--- config.mk ---
export PLATFORM = sky130hd
export DESIGN_NAME = led_boost_fault_supervisor
export DESIGN_NICKNAME = d
export VERILOG_FILES = /design/src/logic/led_fault_pkg.sv /design/src/logic/led_boost_fault_supervisor.sv /design/src/logic/sync_bank.sv
export SDC_FILE = /design/constraint.sdc
export NUM_CORES = 1
export LEC_CHECK = 0
export BUFFER_PORTS_ARGS = -buffer_cell sky130_fd_sc_hd__buf_2
export CAP_MARGIN = 20
export CORE_MARGIN = 4
export CORE_UTILIZATION = 51
export CTS_BUF_LIST = sky130_fd_sc_hd__clkbuf_4
export CTS_CLUSTER_SIZE = 25
export DETAILED_ROUTE_END_ITERATION = 8
export GPL_TIMING_DRIVEN = 0
export PLACE_DENSITY = 0.68
export SLEW_MARGIN = 15
export SYNTH_ARGS = -nofsm -noshare
export SYNTH_HDL_FRONTEND = slang
export SYNTH_HIERARCHICAL = 1
export SYNTH_SLANG_ARGS = --single-unit
--- constraint.sdc ---
create_clock -name clk -period 6 [get_ports clk]
set_input_delay 1.5 -clock clk [delete_from_list [all_inputs] [get_ports clk]]
set_output_delay 1.5 -clock clk [all_outputs]
set_load 0.005 [all_outputs]
--- src/logic/led_fault_pkg.sv ---
// Shared constants and carrier types for the LED boost fault supervisor
package led_fault_pkg;

   localparam int unsigned NUM_CH = 4;
   localparam int unsigned CLK_HZ = 20000000;
   // Leading-edge blanking time in ns and its cycle count (least time, rounded up)
   localparam int unsigned BLANK_NS = 100;
   localparam int unsigned BLANK_CYC_RAW = (BLANK_NS * (CLK_HZ / 1000000) + 999) / 1000;
   localparam int unsigned BLANK_CYC = (BLANK_CYC_RAW < 1) ? 1 : BLANK_CYC_RAW;
   // Switching clocks the 0.8 V current flag must persist before latching
   localparam int unsigned SHORT_PERSIST = 16;
   // Soft-start ramp length in switching periods
   localparam int unsigned SOFT_PERIODS = 8;
   // Default switching period in system clocks (20 MHz / 40 = 500 kHz)
   localparam int unsigned SW_PERIOD_CYC = 40;
   // Default on-time at full drive, in system clocks
   localparam int unsigned SW_ON_CYC = 20;

   typedef logic [NUM_CH-1:0] ch_mask_t;

   // Comparator flags from the analog front end, all asynchronous
   typedef struct packed {
      logic ovp_trip;        // overvoltage_sense above 2.0 V (hysteresis in comparator)
      logic ovp_abnormal;    // overvoltage_sense above 3.2 V
      logic ovp_low;         // overvoltage_sense below 0.1 V
      logic cs_limit;        // switch current above 0.54 V
      logic cs_short;        // switch current above 0.8 V
      logic supply_lockout;  // internal supply low, hysteresis 3.6/3.8 V in comparator
      logic thermal;         // junction hot, hysteresis 160/140 C in comparator
      logic in_regulation;   // output back at regulated voltage
      logic led_min_ok;      // lowest_channel_voltage above 0.1 V
      ch_mask_t ch_high;     // channel sink above 7.3 V
      ch_mask_t ch_low;      // channel sink below 100 mV
   } sense_s;

   // Fault causes that pull the status output low
   typedef struct packed {
      logic open_string;
      logic led_short;
      logic abnormal;
      logic overvoltage;
      logic thermal;
      logic diode_short;
      logic vout_short;
   } fault_s;

   typedef enum logic [1:0] {ST_OFF, ST_SOFT, ST_RUN, ST_LATCH} run_e;

endpackage

--- src/logic/led_boost_fault_supervisor.sv ---
// Enable, dimming and fault supervision for a four-string boost LED driver
// Overview of operation
// RL1: Run while enable is high; stay disabled while enable is low.
// RL2: Dimming high gives enabled strings full current; low turns all strings off.
// RL3: Host drives the dimming input at 100 Hz or faster.
// RL4: When enabled, status goes low while any listed fault is active.
// RL5: Overvoltage stops switching; resumes once sense drops by the hysteresis.
// RL6: Switch current over limit kills drive until next switching cycle.
// RL7: Channel above short threshold in operation turns its string off, latched.
// RL8: Latched shorted string clears only on supply cycle or enable toggle.
// RL9: Short detection yields to open-string and overvoltage handling.
// RL10: Short detection armed only dimming on, lowest channel above 0.1 V, post-regulation.
// RL11: On overvoltage, strings below 100 mV are ignored permanently; others continue.
// RL12: All strings open at overvoltage turns drive off and latches shutdown.
// RL13: Overvoltage sense below 0.1 V turns switch drive off.
// RL14: Shut down on supply lockout; restart when supply recovers.
// RL15: Shut down while over temperature until it cools.
// RL16: Restart from thermal shutdown goes through soft-start.
// RL17: Current above 0.8 V for over 16 switching clocks latches shutdown.
// RL18: Switch current is ignored during blanking at the start of on-time.
// RL19: Overvoltage sense above 3.2 V latches abnormal shutdown.
// RL20: Abnormal latch clears only when the host toggles enable.
// RL21: Host holds each dimming pulse at least three switching periods.
// RL22: Persistence count restarts when current drops before reaching 16.
// RL23: Status releases high when no fault is active and no latch is set.
`timescale 1ns/1ps
module led_boost_fault_supervisor #(
   parameter int unsigned PERIOD_CYC = led_fault_pkg::SW_PERIOD_CYC,
   parameter int unsigned ON_CYC = led_fault_pkg::SW_ON_CYC
) (
   input wire logic clk,
   input wire logic rstn,
   input wire logic enable,
   input wire logic dim_pwm,
   input wire led_fault_pkg::sense_s sense,
   output logic gate_drive,
   output led_fault_pkg::ch_mask_t string_en,
   output logic status_n,
   output led_fault_pkg::fault_s fault_flags
);

   localparam int unsigned NCH = led_fault_pkg::NUM_CH;
   localparam int unsigned SW = $bits(led_fault_pkg::sense_s) + 2;

   // ----------------------------------------------------------------
   // Reset release and input synchronisation
   // ----------------------------------------------------------------
   logic rst_meta_ff;
   logic rst_n_ff;

   always_ff @(posedge clk or negedge rstn)
   begin
      if (!rstn)
      begin
         rst_meta_ff <= 1'b0;
         rst_n_ff <= 1'b0;
      end
      else
      begin
         rst_meta_ff <= 1'b1;
         rst_n_ff <= rst_meta_ff;
      end
   end

   logic [SW-1:0] raw_in;
   logic [SW-1:0] sync_in;
   led_fault_pkg::sense_s s;
   logic en_s;
   logic dim_s;

   assign raw_in = {enable, dim_pwm, sense};

   sync_bank #(.WIDTH(SW)) u_sync (
      .clk(clk),
      .rst_n(rst_n_ff),
      .async_in(raw_in),
      .sync_out(sync_in)
   );

   assign en_s = sync_in[SW-1];
   assign dim_s = sync_in[SW-2];
   assign s = sync_in[SW-3:0];

   // ----------------------------------------------------------------
   // Enable toggle and switching-cycle timebase
   // ----------------------------------------------------------------
   // A low on enable clears every latch; going high again restarts soft-start
   logic [15:0] phase_ff;
   logic cycle_start;

   assign cycle_start = (phase_ff == 16'h0000);

   always_ff @(posedge clk or negedge rst_n_ff)
   begin
      if (!rst_n_ff)
         phase_ff <= 16'h0000;
      else if (phase_ff == 16'(PERIOD_CYC - 1))
         phase_ff <= 16'h0000;
      else
         phase_ff <= phase_ff + 16'h0001;
   end

   // ----------------------------------------------------------------
   // Latched faults
   // ----------------------------------------------------------------
   logic abnormal_ff;
   logic all_open_ff;
   logic diode_short_ff;
   led_fault_pkg::ch_mask_t ignore_ff;
   led_fault_pkg::ch_mask_t short_ff;
   logic [4:0] persist_ff;
   logic blank_done;
   logic any_latch;
   logic open_now;
   led_fault_pkg::ch_mask_t active_ch;

   assign active_ch = ~ignore_ff & ~short_ff;
   assign open_now = |(s.ch_low & active_ch);
   assign any_latch = abnormal_ff || all_open_ff || diode_short_ff;

   always_ff @(posedge clk or negedge rst_n_ff)
   begin
      if (!rst_n_ff)
         abnormal_ff <= 1'b0;
      else if (en_s && s.ovp_abnormal)
         abnormal_ff <= 1'b1; // RL19
      else if (!en_s)
         abnormal_ff <= 1'b0; // RL20
   end

   // Open strings are dropped from regulation at the overvoltage point
   always_ff @(posedge clk or negedge rst_n_ff)
   begin
      if (!rst_n_ff)
      begin
         ignore_ff <= '0;
         all_open_ff <= 1'b0;
      end
      else if (!en_s)
      begin
         ignore_ff <= '0;
         all_open_ff <= 1'b0;
      end
      else if (s.ovp_trip)
      begin
         ignore_ff <= ignore_ff | (s.ch_low & ~short_ff); // RL11
         if ((s.ch_low | ignore_ff | short_ff) == {NCH{1'b1}})
            all_open_ff <= 1'b1; // RL12
      end
   end

   // Short detection: armed while dimming on and lowest channel above 0.1 V
   logic short_armed_ff;

   always_ff @(posedge clk or negedge rst_n_ff)
   begin
      if (!rst_n_ff)
         short_armed_ff <= 1'b0;
      else if (!en_s || open_now)
         short_armed_ff <= 1'b0; // RL10
      else if (s.in_regulation)
         short_armed_ff <= 1'b1; // RL10
   end

   genvar c;
   generate
      for (c = 0; c < NCH; c++)
      begin : g_ch
         always_ff @(posedge clk or negedge rst_n_ff)
         begin
            if (!rst_n_ff)
               short_ff[c] <= 1'b0;
            else if (!en_s)
               short_ff[c] <= 1'b0; // RL8
            // Open-string and overvoltage handling take precedence
            else if (s.ch_high[c] && short_armed_ff && dim_s && s.led_min_ok
                     && !s.ovp_trip && !open_now && !ignore_ff[c])
               short_ff[c] <= 1'b1; // RL7 RL9 RL10
         end
      end
   endgenerate

   // ----------------------------------------------------------------
   // Current sensing
   // ----------------------------------------------------------------
   logic [7:0] on_cnt_ff;
   logic limit_ff;

   assign blank_done = (on_cnt_ff >= 8'(led_fault_pkg::BLANK_CYC)); // RL18

   // Counts in switching clocks; a single drop restarts it from zero
   always_ff @(posedge clk or negedge rst_n_ff)
   begin
      if (!rst_n_ff)
      begin
         persist_ff <= 5'h00;
         diode_short_ff <= 1'b0;
      end
      else if (!en_s)
      begin
         persist_ff <= 5'h00;
         diode_short_ff <= 1'b0;
      end
      else if (cycle_start)
      begin
         if (!s.cs_short)
            persist_ff <= 5'h00; // RL22
         else if (persist_ff == 5'(led_fault_pkg::SHORT_PERSIST))
            diode_short_ff <= 1'b1; // RL17
         else
            persist_ff <= persist_ff + 5'h01; // RL17
      end
   end

   // Blanked over-limit ends the pulse until the next cycle
   always_ff @(posedge clk or negedge rst_n_ff)
   begin
      if (!rst_n_ff)
         limit_ff <= 1'b0;
      else if (cycle_start)
         limit_ff <= 1'b0; // RL6
      else if (gate_drive && blank_done && s.cs_limit)
         limit_ff <= 1'b1; // RL6
   end

   // ----------------------------------------------------------------
   // Run state and soft-start
   // ----------------------------------------------------------------
   led_fault_pkg::run_e state_ff;
   led_fault_pkg::run_e nxt_state;
   logic [7:0] soft_ff;
   logic shutdown;

   assign shutdown = s.supply_lockout || s.thermal; // RL14 RL15

   always_comb
   begin
      nxt_state = state_ff;
      case (state_ff)
         led_fault_pkg::ST_OFF:
            if (en_s && !shutdown)
               nxt_state = led_fault_pkg::ST_SOFT; // RL1 RL16
         led_fault_pkg::ST_SOFT:
            if (!en_s || shutdown)
               nxt_state = led_fault_pkg::ST_OFF;
            else if (any_latch)
               nxt_state = led_fault_pkg::ST_LATCH;
            else if (soft_ff == 8'(led_fault_pkg::SOFT_PERIODS))
               nxt_state = led_fault_pkg::ST_RUN;
         led_fault_pkg::ST_RUN:
            if (!en_s || shutdown)
               nxt_state = led_fault_pkg::ST_OFF; // RL1 RL14 RL15
            else if (any_latch)
               nxt_state = led_fault_pkg::ST_LATCH;
         led_fault_pkg::ST_LATCH:
            if (!en_s)
               nxt_state = led_fault_pkg::ST_OFF; // RL20
         default:
            nxt_state = led_fault_pkg::ST_OFF;
      endcase
   end

   always_ff @(posedge clk or negedge rst_n_ff)
   begin
      if (!rst_n_ff)
         state_ff <= led_fault_pkg::ST_OFF;
      else
         state_ff <= nxt_state;
   end

   always_ff @(posedge clk or negedge rst_n_ff)
   begin
      if (!rst_n_ff)
         soft_ff <= 8'h00;
      else if (state_ff != led_fault_pkg::ST_SOFT)
         soft_ff <= 8'h00;
      else if (cycle_start && soft_ff != 8'(led_fault_pkg::SOFT_PERIODS))
         soft_ff <= soft_ff + 8'h01; // RL16
   end

   // ----------------------------------------------------------------
   // Gate drive and string enables
   // ----------------------------------------------------------------
   logic running;
   logic [15:0] on_limit;
   logic nxt_gate;

   assign running = (state_ff == led_fault_pkg::ST_SOFT) || (state_ff == led_fault_pkg::ST_RUN);
   // Soft-start widens the on-time one step per switching period
   assign on_limit = (state_ff == led_fault_pkg::ST_SOFT)
      ? 16'((ON_CYC * (soft_ff + 1)) / (led_fault_pkg::SOFT_PERIODS + 1))
      : 16'(ON_CYC);

   always_comb
   begin
      nxt_gate = running && (phase_ff < on_limit);
      if (s.ovp_trip || s.ovp_low || limit_ff)
         nxt_gate = 1'b0; // RL5 RL13 RL6
      if (any_latch)
         nxt_gate = 1'b0; // RL12 RL17 RL19
   end

   always_ff @(posedge clk or negedge rst_n_ff)
   begin
      if (!rst_n_ff)
         gate_drive <= 1'b0;
      else
         gate_drive <= nxt_gate;
   end

   always_ff @(posedge clk or negedge rst_n_ff)
   begin
      if (!rst_n_ff)
         on_cnt_ff <= 8'h00;
      else if (!gate_drive)
         on_cnt_ff <= 8'h00;
      else if (on_cnt_ff != 8'hff)
         on_cnt_ff <= on_cnt_ff + 8'h01;
   end

   always_ff @(posedge clk or negedge rst_n_ff)
   begin
      if (!rst_n_ff)
         string_en <= '0;
      else if (running && dim_s && !any_latch)
         string_en <= active_ch; // RL2 RL11
      else
         string_en <= '0; // RL2
   end

   // ----------------------------------------------------------------
   // Status
   // ----------------------------------------------------------------
   led_fault_pkg::fault_s nxt_flags;

   always_comb
   begin
      nxt_flags.open_string = open_now || (|ignore_ff) || all_open_ff;
      nxt_flags.led_short = |short_ff;
      nxt_flags.abnormal = abnormal_ff;
      nxt_flags.overvoltage = s.ovp_trip;
      nxt_flags.thermal = s.thermal;
      nxt_flags.diode_short = diode_short_ff;
      nxt_flags.vout_short = s.ovp_low && running;
   end

   always_ff @(posedge clk or negedge rst_n_ff)
   begin
      if (!rst_n_ff)
      begin
         fault_flags <= '0;
         status_n <= 1'b1;
      end
      else
      begin
         fault_flags <= nxt_flags;
         status_n <= !(en_s && (|nxt_flags)); // RL4 RL23
      end
   end

endmodule

--- src/logic/sync_bank.sv ---
// Two-flop synchroniser bank for asynchronous comparator flags
`timescale 1ns/1ps
module sync_bank #(
   parameter int unsigned WIDTH = 8
) (
   input wire logic clk,
   input wire logic rst_n,
   input wire logic [WIDTH-1:0] async_in,
   output logic [WIDTH-1:0] sync_out
);

   genvar g;
   generate
      for (g = 0; g < WIDTH; g++)
      begin : g_bit
         logic meta_ff;
         logic hold_ff;
         always_ff @(posedge clk or negedge rst_n)
         begin
            if (!rst_n)
            begin
               meta_ff <= 1'b0;
               hold_ff <= 1'b0;
            end
            else
            begin
               meta_ff <= async_in[g];
               hold_ff <= meta_ff;
            end
         end
         assign sync_out[g] = hold_ff;
      end
   endgenerate

endmodule
==> impl_metrics.env, run 1 <==
export IMPL_fin_cells=1521
export IMPL_cpMaxStageDelayCell="or4_4"
export IMPL_synth_avg_cell_area_sq_um=8.530
export IMPL_cts_reportedPaths_clkPinSlew_ps=150
export IMPL_syn_nets=1180
export IMPL_critPathCaptureType="register"
export IMPL_overflow=0
export IMPL_post_route_period_util_pct=189.7
export IMPL_critPathMaxStageDelay_ps=540
export IMPL_tns_ps=-5381
export IMPL_numCtsBuffers=9
export IMPL_final_setup_skew_ps=14.42
export IMPL_worstReg2RegEnd="gate_drive"
export IMPL_clk_path_buf_depth=2
export IMPL_htreeDepth=3
export IMPL_n_fill_cell=1368
export IMPL_setup_viol=1
export IMPL_placed_area_sq_um=10380
export IMPL_most_common_layout_cells="135 x buf_4, 100 x dfrtp_1, 91 x nor2_1"
export IMPL_reg2regPathDepth=58
export IMPL_grt_max_degree=64
export IMPL_timing_critical_path_from="soft_ff[0]"
export IMPL_vias=9716
export IMPL_status="finished with violations"
export IMPL_p_total_mw=1.514
export IMPL_drv_slew=0
export IMPL_synth_edf_count=0
export IMPL_drc=0
export IMPL_cp_max_fo=6
export IMPL_relSlewSlack_pct=35.63
export IMPL_p_per_area_nw_per_um2=120.3
export IMPL_synth_cells=1116
export IMPL_timing_setup_critical_path_class="register to register"
export IMPL_grt_antenna_before_repair=0
export IMPL_dp_hpwl_mm=18.77
export IMPL_fin_util_pct=69.37
export IMPL_hold_path_class="register to async pin"
export IMPL_synth_flop_cell="dfrtp_1"
export IMPL_cts_tree="built"
export IMPL_std_cell_rows=49
export IMPL_clk_latency_ps=450
export IMPL_grt_pass1_vias=9213
export IMPL_crit_arrival_ps=11750
export IMPL_fmax_ghz=0.08786
export IMPL_wl_per_cell_um=18.67
export IMPL_wl_mm=28.39
export IMPL_dr_pass1_iters=5
export IMPL_ys_warn_count=6
export IMPL_place_congestion=0.9164
export IMPL_die_w_um=144.6
export IMPL_coreArea_sq_um=18150
export IMPL_violations="setup timing"
export IMPL_cap_violations=0
export IMPL_cts_root_buf="clkbuf_4"
export IMPL_worst_slew_pin_slew_ps=962.1
export IMPL_initial_core_util_pct=52.45
export IMPL_hold_viol_final=0
export IMPL_die_area_sq_um=20910
export IMPL_period_needed_ps=11380
export IMPL_drtIter0Drc=834
export IMPL_viasPerCell=6.388
export IMPL_seq_area_frac_synth_pct=27.62
export IMPL_postLayoutSetupSlackWorst_ps=-5381
export IMPL_grt_pass1_wl_mm=46.03
export IMPL_synth_seq_cells=105
export IMPL_antennaDiodeCount=0
export IMPL_crit_buf_inv=9
export IMPL_ir_worst_vdd_mv=0.1126
export IMPL_ctsHoldBuffers=0
export IMPL_r2r_slack_ps=-5380
export IMPL_required_ps=6370
export IMPL_rsz0062_at_grt="yes"
export IMPL_drive_gt1_share_pct=34.60
export IMPL_design_area_sq_um=12590
export IMPL_cts_sinks=105
export IMPL_finalNetCount=1351
export IMPL_port_buffers=33
export IMPL_io_pins=34
export IMPL_cp_start_kind="register"
export IMPL_syn2layout_area_growth_pct=32.26
export IMPL_synth_distinct_cells=116
export IMPL_netlist_area_sq_um=9519
export IMPL_r2r_start="soft_ff[0]"
export IMPL_ys_async_sr_fraction_pct=100.0
export IMPL_dpl_cell_count=1379
export IMPL_track_usage_pct=26.79
export IMPL_leakage_nw=5.304
export IMPL_ant_nets=0
export IMPL_layout_commonest_cell="buf_4"
export IMPL_die_h_um=144.6
export IMPL_cp_top_family="simple AND/OR/NAND/NOR gates"
[power breakdown]
part           switching (mW)  internal [mW]
Clock                   0.225          0.140
Sequential             0.0229          0.742
Combinational           0.216          0.168
Total                   0.464           1.05
[timing repair]
item | 4_1_cts | 5_1_grt
buffers inserted | 104 | 22
resized for setup | 149 | 44
pin swaps | 99 | 44
cloned | 1 | 0
endpoints found under the setup margin | 1 | 1
[logic make-up (layout without fill, tap and decap cells)]
| family | Yosys count | in the layout | share of synthesized area, % |
|---|---|---|---|
| fa+ha+maj | 43 | 43 | 5.731 |
| flops | 105 | 105 | 27.62 |
| xor+xnor | 75 | 75 | 7.531 |
| buf+inv | 84 | 260 | 4.666 |
| simple gates | 466 | 466 | 25.76 |
| compound gates | 327 | 327 | 26.81 |
| mux | 15 | 15 | 1.840 |
| other cells | 1 | 1 | 0.03939 |
[per-layer routing]
| metal | GRT usage [%] | wire, um | up-vias |
|---|---|---|---|
| met1 | 38.08 | 12470 | 4646 |
| li1 | - | - | 4551 |
| met2 | 42.77 | 13320 | 437 |
| met3 | 4.200 | 1836 | 82 |
| met5 | 0 | 0 | - |
| met4 | 7.020 | 769 | 0 |
[through the flow]
step	hold slack, ps	setup slack, ps
finish	329.3	-5381
global route	375.1	-5924
CTS	349.4	-5127
detailed placement	334.7	-6953
global placement	331.5	-6968
floorplan	331.2	-5059
[worst max-delay path by stage]
stage	end	slack (ps)	cells after the start
floorplan	gate_drive	-5060	56
finish	gate_drive	-5380	58
detailed placement	gate_drive	-6950	55
CTS	gate_drive	-5130	57
global placement	gate_drive	-6970	55
global route	gate_drive	-5920	60
[cell usage after synthesis, drive strengths merged, types with 11 or more instances]
master  count  area share [%]
ha         42             5.5
and3       23             1.6
nand3      64             3.5
a31oi      19             1.6
and2       19             1.3
a21boi     11            0.87
a21o       16             1.3
inv        27             1.1
a211oi     20             1.8
o21ai      54             3.0
xor2       33             3.2
nor2b      13            0.85
o21a       13             1.0
a21oi      58             3.2
nor2      102             4.2
nor4       21             2.1
nand2      98             4.0
dfrtp     104              27
buf        38             2.9
xnor2      40             3.8
nor3       56             3.1
a211o      11             1.0
o211ai     18             1.7
o31ai      12             1.1
clkbuf     18            0.71
nand4      22             1.4
[layout make-up]
| type | count | area (sq um) | area share, % |
|---|---|---|---|
| repair buffers | 161 | 1224 | 9.720 |
| clock inverters | 5 | 62.56 | 0.4969 |
| clock buffers | 11 | 82.58 | 0.6559 |
| well taps | 229 | 286.5 | 2.276 |
| inverters | 28 | 115.1 | 0.9143 |
| flip-flops and latches | 105 | 2636 | 20.94 |
| plain buffers | 55 | 396.6 | 3.150 |
| multi-input cells | 927 | 7786 | 61.85 |
[flip-flops by register name, summed over array words and instances (netlist names), 4 cells and up]
register              flops
on_cnt_ff                 8
persist_ff                5
short_ff                  4
string_en                 4
u_sync/g_bit.meta_ff     19
fault_flags               7
soft_ff                   8
u_sync/g_bit.hold_ff     19
ignore_ff                 4
phase_ff                 16
Power figures use the tool's default switching activity.
==> run 2, diff against run 1 <==
CAP_MARGIN = 15   (was 20)
CORE_UTILIZATION = 54   (was 51)
PLACE_DENSITY = 0.71   (was 0.68)
==> impl_metrics.env, run 2 (synthesized netlist as in run 1, its figures left out) <==
export IMPL_std_cell_rows=48
export IMPL_ant_nets=0
export IMPL_die_h_um=140.8
export IMPL_seq_power_share_pct=53.0
export IMPL_drv_slew=0
export IMPL_power_internal_mw=0.9919
export IMPL_cts_root_buf="clkbuf_4"
export IMPL_switching_share_pct=31.33
export IMPL_layout_commonest_cell="buf_4"
export IMPL_grt_antenna_before_repair=0
export IMPL_cp_max_fo=8
export IMPL_cap_violations=0
export IMPL_ir_worst_vdd_mv=0.1310
export IMPL_drtIter0Drc=722
export IMPL_required_ps=6370
export IMPL_die_area_sq_um=19820
export IMPL_design_area_sq_um=12380
export IMPL_setup_viol=1
export IMPL_period_needed_ps=11510
export IMPL_clk_path_buf_depth=2
export IMPL_cpMostUsedCell="buf_4"
export IMPL_final_setup_skew_ps=15.00
export IMPL_status="finished with violations"
export IMPL_clk_latency_ps=450
export IMPL_violations="setup timing"
export IMPL_wl_per_cell_um=18.33
export IMPL_hold_viol_final=0
export IMPL_cts_reportedPaths_clkPinSlew_ps=150
export IMPL_track_usage_pct=27.14
export IMPL_overflow=0
export IMPL_numCtsBuffers=9
export IMPL_place_ws_ps=-7139
export IMPL_wl_mm=27.79
export IMPL_fmax_ghz=0.08685
export IMPL_critPathMaxStageDelay_ps=570
export IMPL_most_common_layout_cells="138 x buf_4, 100 x dfrtp_1, 90 x nor2_1"
export IMPL_critPathCaptureType="register"
export IMPL_placed_area_sq_um=10370
export IMPL_initial_core_util_pct=55.03
export IMPL_dp_hpwl_mm=18.87
export IMPL_io_pins=34
export IMPL_dr_pass1_iters=5
export IMPL_relSlewSlack_pct=40.26
export IMPL_place_congestion=0.8867
export IMPL_viasPerCell=6.377
export IMPL_ff_latch_area_sq_um=2636
export IMPL_die_w_um=140.8
export IMPL_r2r_slack_ps=-5510
export IMPL_coreArea_sq_um=17300
export IMPL_htreeDepth=3
export IMPL_hold_path_class="register to register"
export IMPL_p_comb_share_pct=25.4
export IMPL_p_sw_mw=0.4526
export IMPL_postLayoutSetupSlackWorst_ps=-5514
export IMPL_antennaDiodeCount=0
export IMPL_cpMaxStageDelayCell="a2111oi_4"
export IMPL_grt_pass1_wl_mm=45.38
export IMPL_cp_start_kind="register"
export IMPL_leakage_nw=5.274
export IMPL_drive_gt1_share_pct=33.15
export IMPL_vias=9667
export IMPL_port_buffers=33
export IMPL_syn2layout_area_growth_pct=30.07
export IMPL_multiInputGateArea_sq_um=7644
export IMPL_worst_slew_pin_slew_ps=889.2
export IMPL_drc=0
export IMPL_p_per_area_nw_per_um2=116.7
export IMPL_grt_max_degree=58
export IMPL_timing_setup_critical_path_class="register to register"
export IMPL_cts_tree="built"
export IMPL_top_regs="u_sync/g_bit.hold_ff x19, u_sync/g_bit.meta_ff x19, phase_ff x16"
export IMPL_cts_sinks=105
export IMPL_fin_util_pct=71.59
export IMPL_finalNetCount=1350
export IMPL_p_clk_share_pct=21.6
export IMPL_crit_arrival_ps=11890
export IMPL_grt_pass1_vias=9370
export IMPL_rsz0062_at_grt="yes"
export IMPL_n_fill_cell=1306
export IMPL_post_route_period_util_pct=191.9
## run 2: cell count changes in the layout (fill, tap and decap cells not counted), moves of 3 or more
cell and delta:
a21boi_0 +3, a21oi_1 +5, a21oi_2 -7, buf_4 +3, buf_6 -5, ha_1 +5
ha_4 -6
## run 2: power groups by stage
| stage | Sequential [mW] | Combinational, mW | Clock [mW] |
|---|---|---|---|
| floorplan | 0.780 | 0.230 | 0 |
| global placement | 0.785 | 0.310 | 0 |
| detailed placement | 0.781 | 0.323 | 0 |
| CTS | 0.767 | 0.358 | 0.324 |
| global route | 0.771 | 0.406 | 0.356 |
| finish | 0.766 | 0.367 | 0.312 |
## run 2: worst max-delay path: cells and delay by family (launching register included)
kind	cells	cell delay [ps]
AOI/OAI and AO/OA	22	4360
buffers and inverters	12	1800
adders and majority gates	5	1270
and+or+nand+nor	18	2900
xor gates and xnor gates	4	680
DFF	1	400
## run 2: per-layer routing
metal | routed length, um | GRT usage, % | vias to the layer above
li1 | - | - | 4560
met1 | 12200 | 36.71 | 4685
met2 | 13480 | 45.34 | 349
met3 | 1382 | 3.901 | 73
met4 | 724 | 8.210 | 0
met5 | 0 | 0 | -
## run 2: area by class of cell
type / count / share of cell area [%]
flip-flops and latches: 105 / 21.29
plain buffers: 55 / 3.203
multi-input cells: 928 / 61.73
inverters: 28 / 0.9297
clock inverters: 5 / 0.2526
repair buffers: 159 / 9.650
clock buffers: 11 / 0.6669
well taps: 225 / 2.274
## run 2: what timing repair did
item | CTS | global route
endpoints found under the hold margin | 0 | 0
gates cloned | 2 | 0
hold buffers | 0 | 0
buffers inserted | 94 | 33
gates resized for setup | 122 | 41
pin swaps | 87 | 51
setup endpoints to repair | 1 | 1
## run 2: worst paths after layout
kind                                          startpoint                       end  depth (start not counted)
max in group asynchronous                       rst_n_ff             persist_ff[2]                          1
worst max register to register                soft_ff[2]                gate_drive                         61
worst max-delay path                          soft_ff[2]                gate_drive                         61
min in group asynchronous                       rst_n_ff  u_sync/g_bit[16].meta_ff                          0
worst min-delay path            u_sync/g_bit[15].meta_ff  u_sync/g_bit[15].hold_ff                          0
worst min register to register  u_sync/g_bit[15].meta_ff  u_sync/g_bit[15].hold_ff                          0
## run 2: through the flow
stage	total power, mW	cells	TNS [ps]	hold WS, ps
after floorplan	1.010	1116	-5059	331.2
after global placement	1.095	1374	-7007	333.1
after detailed placement	1.104	1375	-7139	335.5
after CTS	1.448	1486	-5285	358.4
after global routing	1.533	1516	-6143	369.5
final	1.444	1516	-5514	363.8
==> run 3, diff against run 2 <==
SYNTH_HIERARCHICAL = default   (was 1)
==> impl_metrics.env, run 3 <==
export IMPL_ff_latch_area_sq_um=2636
export IMPL_synth_cells=1145
export IMPL_drtIter0Drc=723
export IMPL_drc=0
export IMPL_hold_worst_slack_ps=360.2
export IMPL_multiInputGateArea_sq_um=7553
export IMPL_synth_edf_count=0
export IMPL_port_buffers=33
export IMPL_postLayoutSetupSlackWorst_ps=-7485
export IMPL_die_h_um=141.5
export IMPL_cts_root_buf="clkbuf_4"
export IMPL_ir_worst_vdd_mv=0.1755
export IMPL_hold_viol_final=0
export IMPL_cp_start_kind="register"
export IMPL_yosys_top_cells_count="108 x nand2_1, 104 x dfrtp_1, 97 x nor2_1, 72 x a21oi_1, 52 x xnor2_1"
export IMPL_std_cell_rows=48
export IMPL_antennaDiodeCount=0
export IMPL_synth_distinct_cells=109
export IMPL_synth_flop_cell="dfrtp_1"
export IMPL_critPathCaptureType="register"
export IMPL_violations="setup timing"
export IMPL_drive_gt1_share_pct=26.06
export IMPL_critPathMaxStageDelay_ps=590
export IMPL_synth_avg_cell_area_sq_um=8.408
export IMPL_fmax_ghz=0.07415
export IMPL_post_route_period_util_pct=224.8
export IMPL_ys_warn_count=0
export IMPL_dr_pass1_iters=5
export IMPL_most_common_layout_cells="104 x nand2_1, 100 x dfrtp_1, 93 x nor2_1"
export IMPL_placed_area_sq_um=10390
export IMPL_overflow=0
export IMPL_cpMostUsedCell="buf_4"
export IMPL_cts_sinks=105
export IMPL_top_layer="met4"
export IMPL_drv_slew=0
export IMPL_status="finished with violations"
export IMPL_grt_pass1_vias=8892
export IMPL_grt_pass1_wl_mm=43.65
export IMPL_dp_hpwl_mm=19.29
export IMPL_cap_violations=0
export IMPL_numCtsBuffers=9
export IMPL_n_fill_cell=1408
export IMPL_synthTopCellsByArea="dfrtp_1 27%, ha_1 5.5%, xnor2_1 4.7%"
export IMPL_synth_top_area_share_pct=27.03
export IMPL_leakage_nw=5.166
export IMPL_cpMaxStageDelayCell="or4b_4"
export IMPL_cts_reportedPaths_clkPinSlew_ps=170
export IMPL_rsz0062_at_grt="yes"
export IMPL_wl_mm=26.34
export IMPL_clk_path_buf_depth=2
export IMPL_wl_per_cell_um=17.57
export IMPL_required_ps=6340
export IMPL_finalNetCount=1333
export IMPL_netlist_area_sq_um=9627
export IMPL_hold_path_class="register to async pin"
export IMPL_syn_nets=1209
export IMPL_reg2regPathDepth=62
export IMPL_top_regs="u_sync.g_bit.hold_ff x19, u_sync.g_bit.meta_ff x19, phase_ff x16"
export IMPL_layout_commonest_cell="nand2_1"
export IMPL_yosys_cell_count_top_type="nand2_1"
export IMPL_clk_latency_ps=450
export IMPL_r2r_slack_ps=-7490
export IMPL_wl_met3_mm=1.318
export IMPL_setup_viol=1
export IMPL_worst_slew_pin_slew_ps=1125
export IMPL_ant_nets=0
export IMPL_cp_max_fo=7
export IMPL_crit_arrival_ps=13820
export IMPL_dr_wl_met2_mm=12.61
export IMPL_vias=9368
export IMPL_htreeDepth=3
export IMPL_grt_max_degree=57
export IMPL_grt_antenna_before_repair=0
export IMPL_fin_util_pct=67.91
export IMPL_syn2layout_area_growth_pct=22.43
export IMPL_cts_tree="built"
export IMPL_coreArea_sq_um=17360
export IMPL_io_pins=34
export IMPL_p_per_area_nw_per_um2=117.7
export IMPL_synth_seq_cells=105
export IMPL_track_usage_pct=25.87
export IMPL_final_setup_skew_ps=24.01
export IMPL_die_area_sq_um=20030
export IMPL_relSlewSlack_pct=23.82
export IMPL_seq_area_frac_synth_pct=27.31
export IMPL_viasPerCell=6.249
export IMPL_synth_top_area_cell="dfrtp_1"
export IMPL_timing_setup_critical_path_class="register to register"
export IMPL_place_congestion=0.9182
export IMPL_ys_async_sr_fraction_pct=100.0
export IMPL_design_area_sq_um=11790
export IMPL_wl_met1_mm=12.07
export IMPL_die_w_um=141.5
export IMPL_period_needed_ps=13490
export IMPL_initial_core_util_pct=55.46
run 3: metrics by stage:
stage	std cells	setup WS [ps]	setup TNS [ps]	power, mW
after detailed placement	1405	-9319	-9319	1.042
after floorplan	1145	-6844	-6844	0.9583
final	1499	-7485	-7485	1.387
after CTS	1483	-7350	-7350	1.395
after global placement	1403	-9210	-9210	1.032
after global routing	1499	-7909	-7909	1.479
run 3: power by group:
group,internal (mW),switching (mW)
registers,0.742,0.0266
logic,0.120,0.168
clock network,0.0940,0.237
total,0.956,0.431
run 3: layout make-up:
cell class	count	area share, %
flip-flops and latches	105	22.37
inverters	31	0.9873
clock buffers	9	0.5732
repair buffers	118	7.059
plain buffers	37	2.049
clock inverters	7	0.4883
multi-input cells	967	64.09
well taps	225	2.389
run 3: final timing paths:
kind,from,to
setup / recovery,soft_ff[1],gate_drive
hold / removal,rst_n_ff,u_sync.g_bit[14].hold_ff
setup reg to reg,soft_ff[1],gate_drive
hold reg to reg,rst_n_ff,u_sync.g_bit[14].hold_ff
max in group asynchronous,rst_n_ff,status_n
min in group clk,u_sync.g_bit[12].meta_ff,u_sync.g_bit[12].hold_ff
run 3: kinds of logic (layout without fill, tap and decap cells):
family / count (synthesis) / count (layout) / synth area share, %
buf+inv: 73 / 202 / 3.275
xor+xnor: 93 / 93 / 8.994
other cells: 1 / 1 / 0.03895
mux: 32 / 32 / 3.587
simple gates: 452 / 452 / 24.45
compound gates: 346 / 346 / 26.68
flops: 105 / 105 / 27.31
fa+ha+maj: 43 / 43 / 5.667
run 3: per-layer routing:
layer  vias to the layer above  GRT usage [%]
li1                       4541              -
met1                      4493          36.47
met2                       296          42.69
met3                        38          3.269
met4                         0          6.010
met5                         -              0
run 3: timing repair:
| action | in CTS | in global routing |
|---|---|---|
| pin swaps | 49 | 34 |
| gates cloned | 2 | 0 |
| endpoints found under the setup margin | 1 | 1 |
| buffers inserted | 63 | 18 |
| gates resized for setup | 75 | 59 |
| hold buffers | 0 | 0 |
run 3: worst max-delay path, delay by kind of cell, from the launching register on:
family,cells,cell delay [ps]
adders and majority gates,6,1290
buffers and inverters,8,1260
muxes,1,330
xor gates and xnor gates,2,310
AOI/OAI and AO/OA,23,4450
and+or+nand+nor,22,5210
DFF,1,470
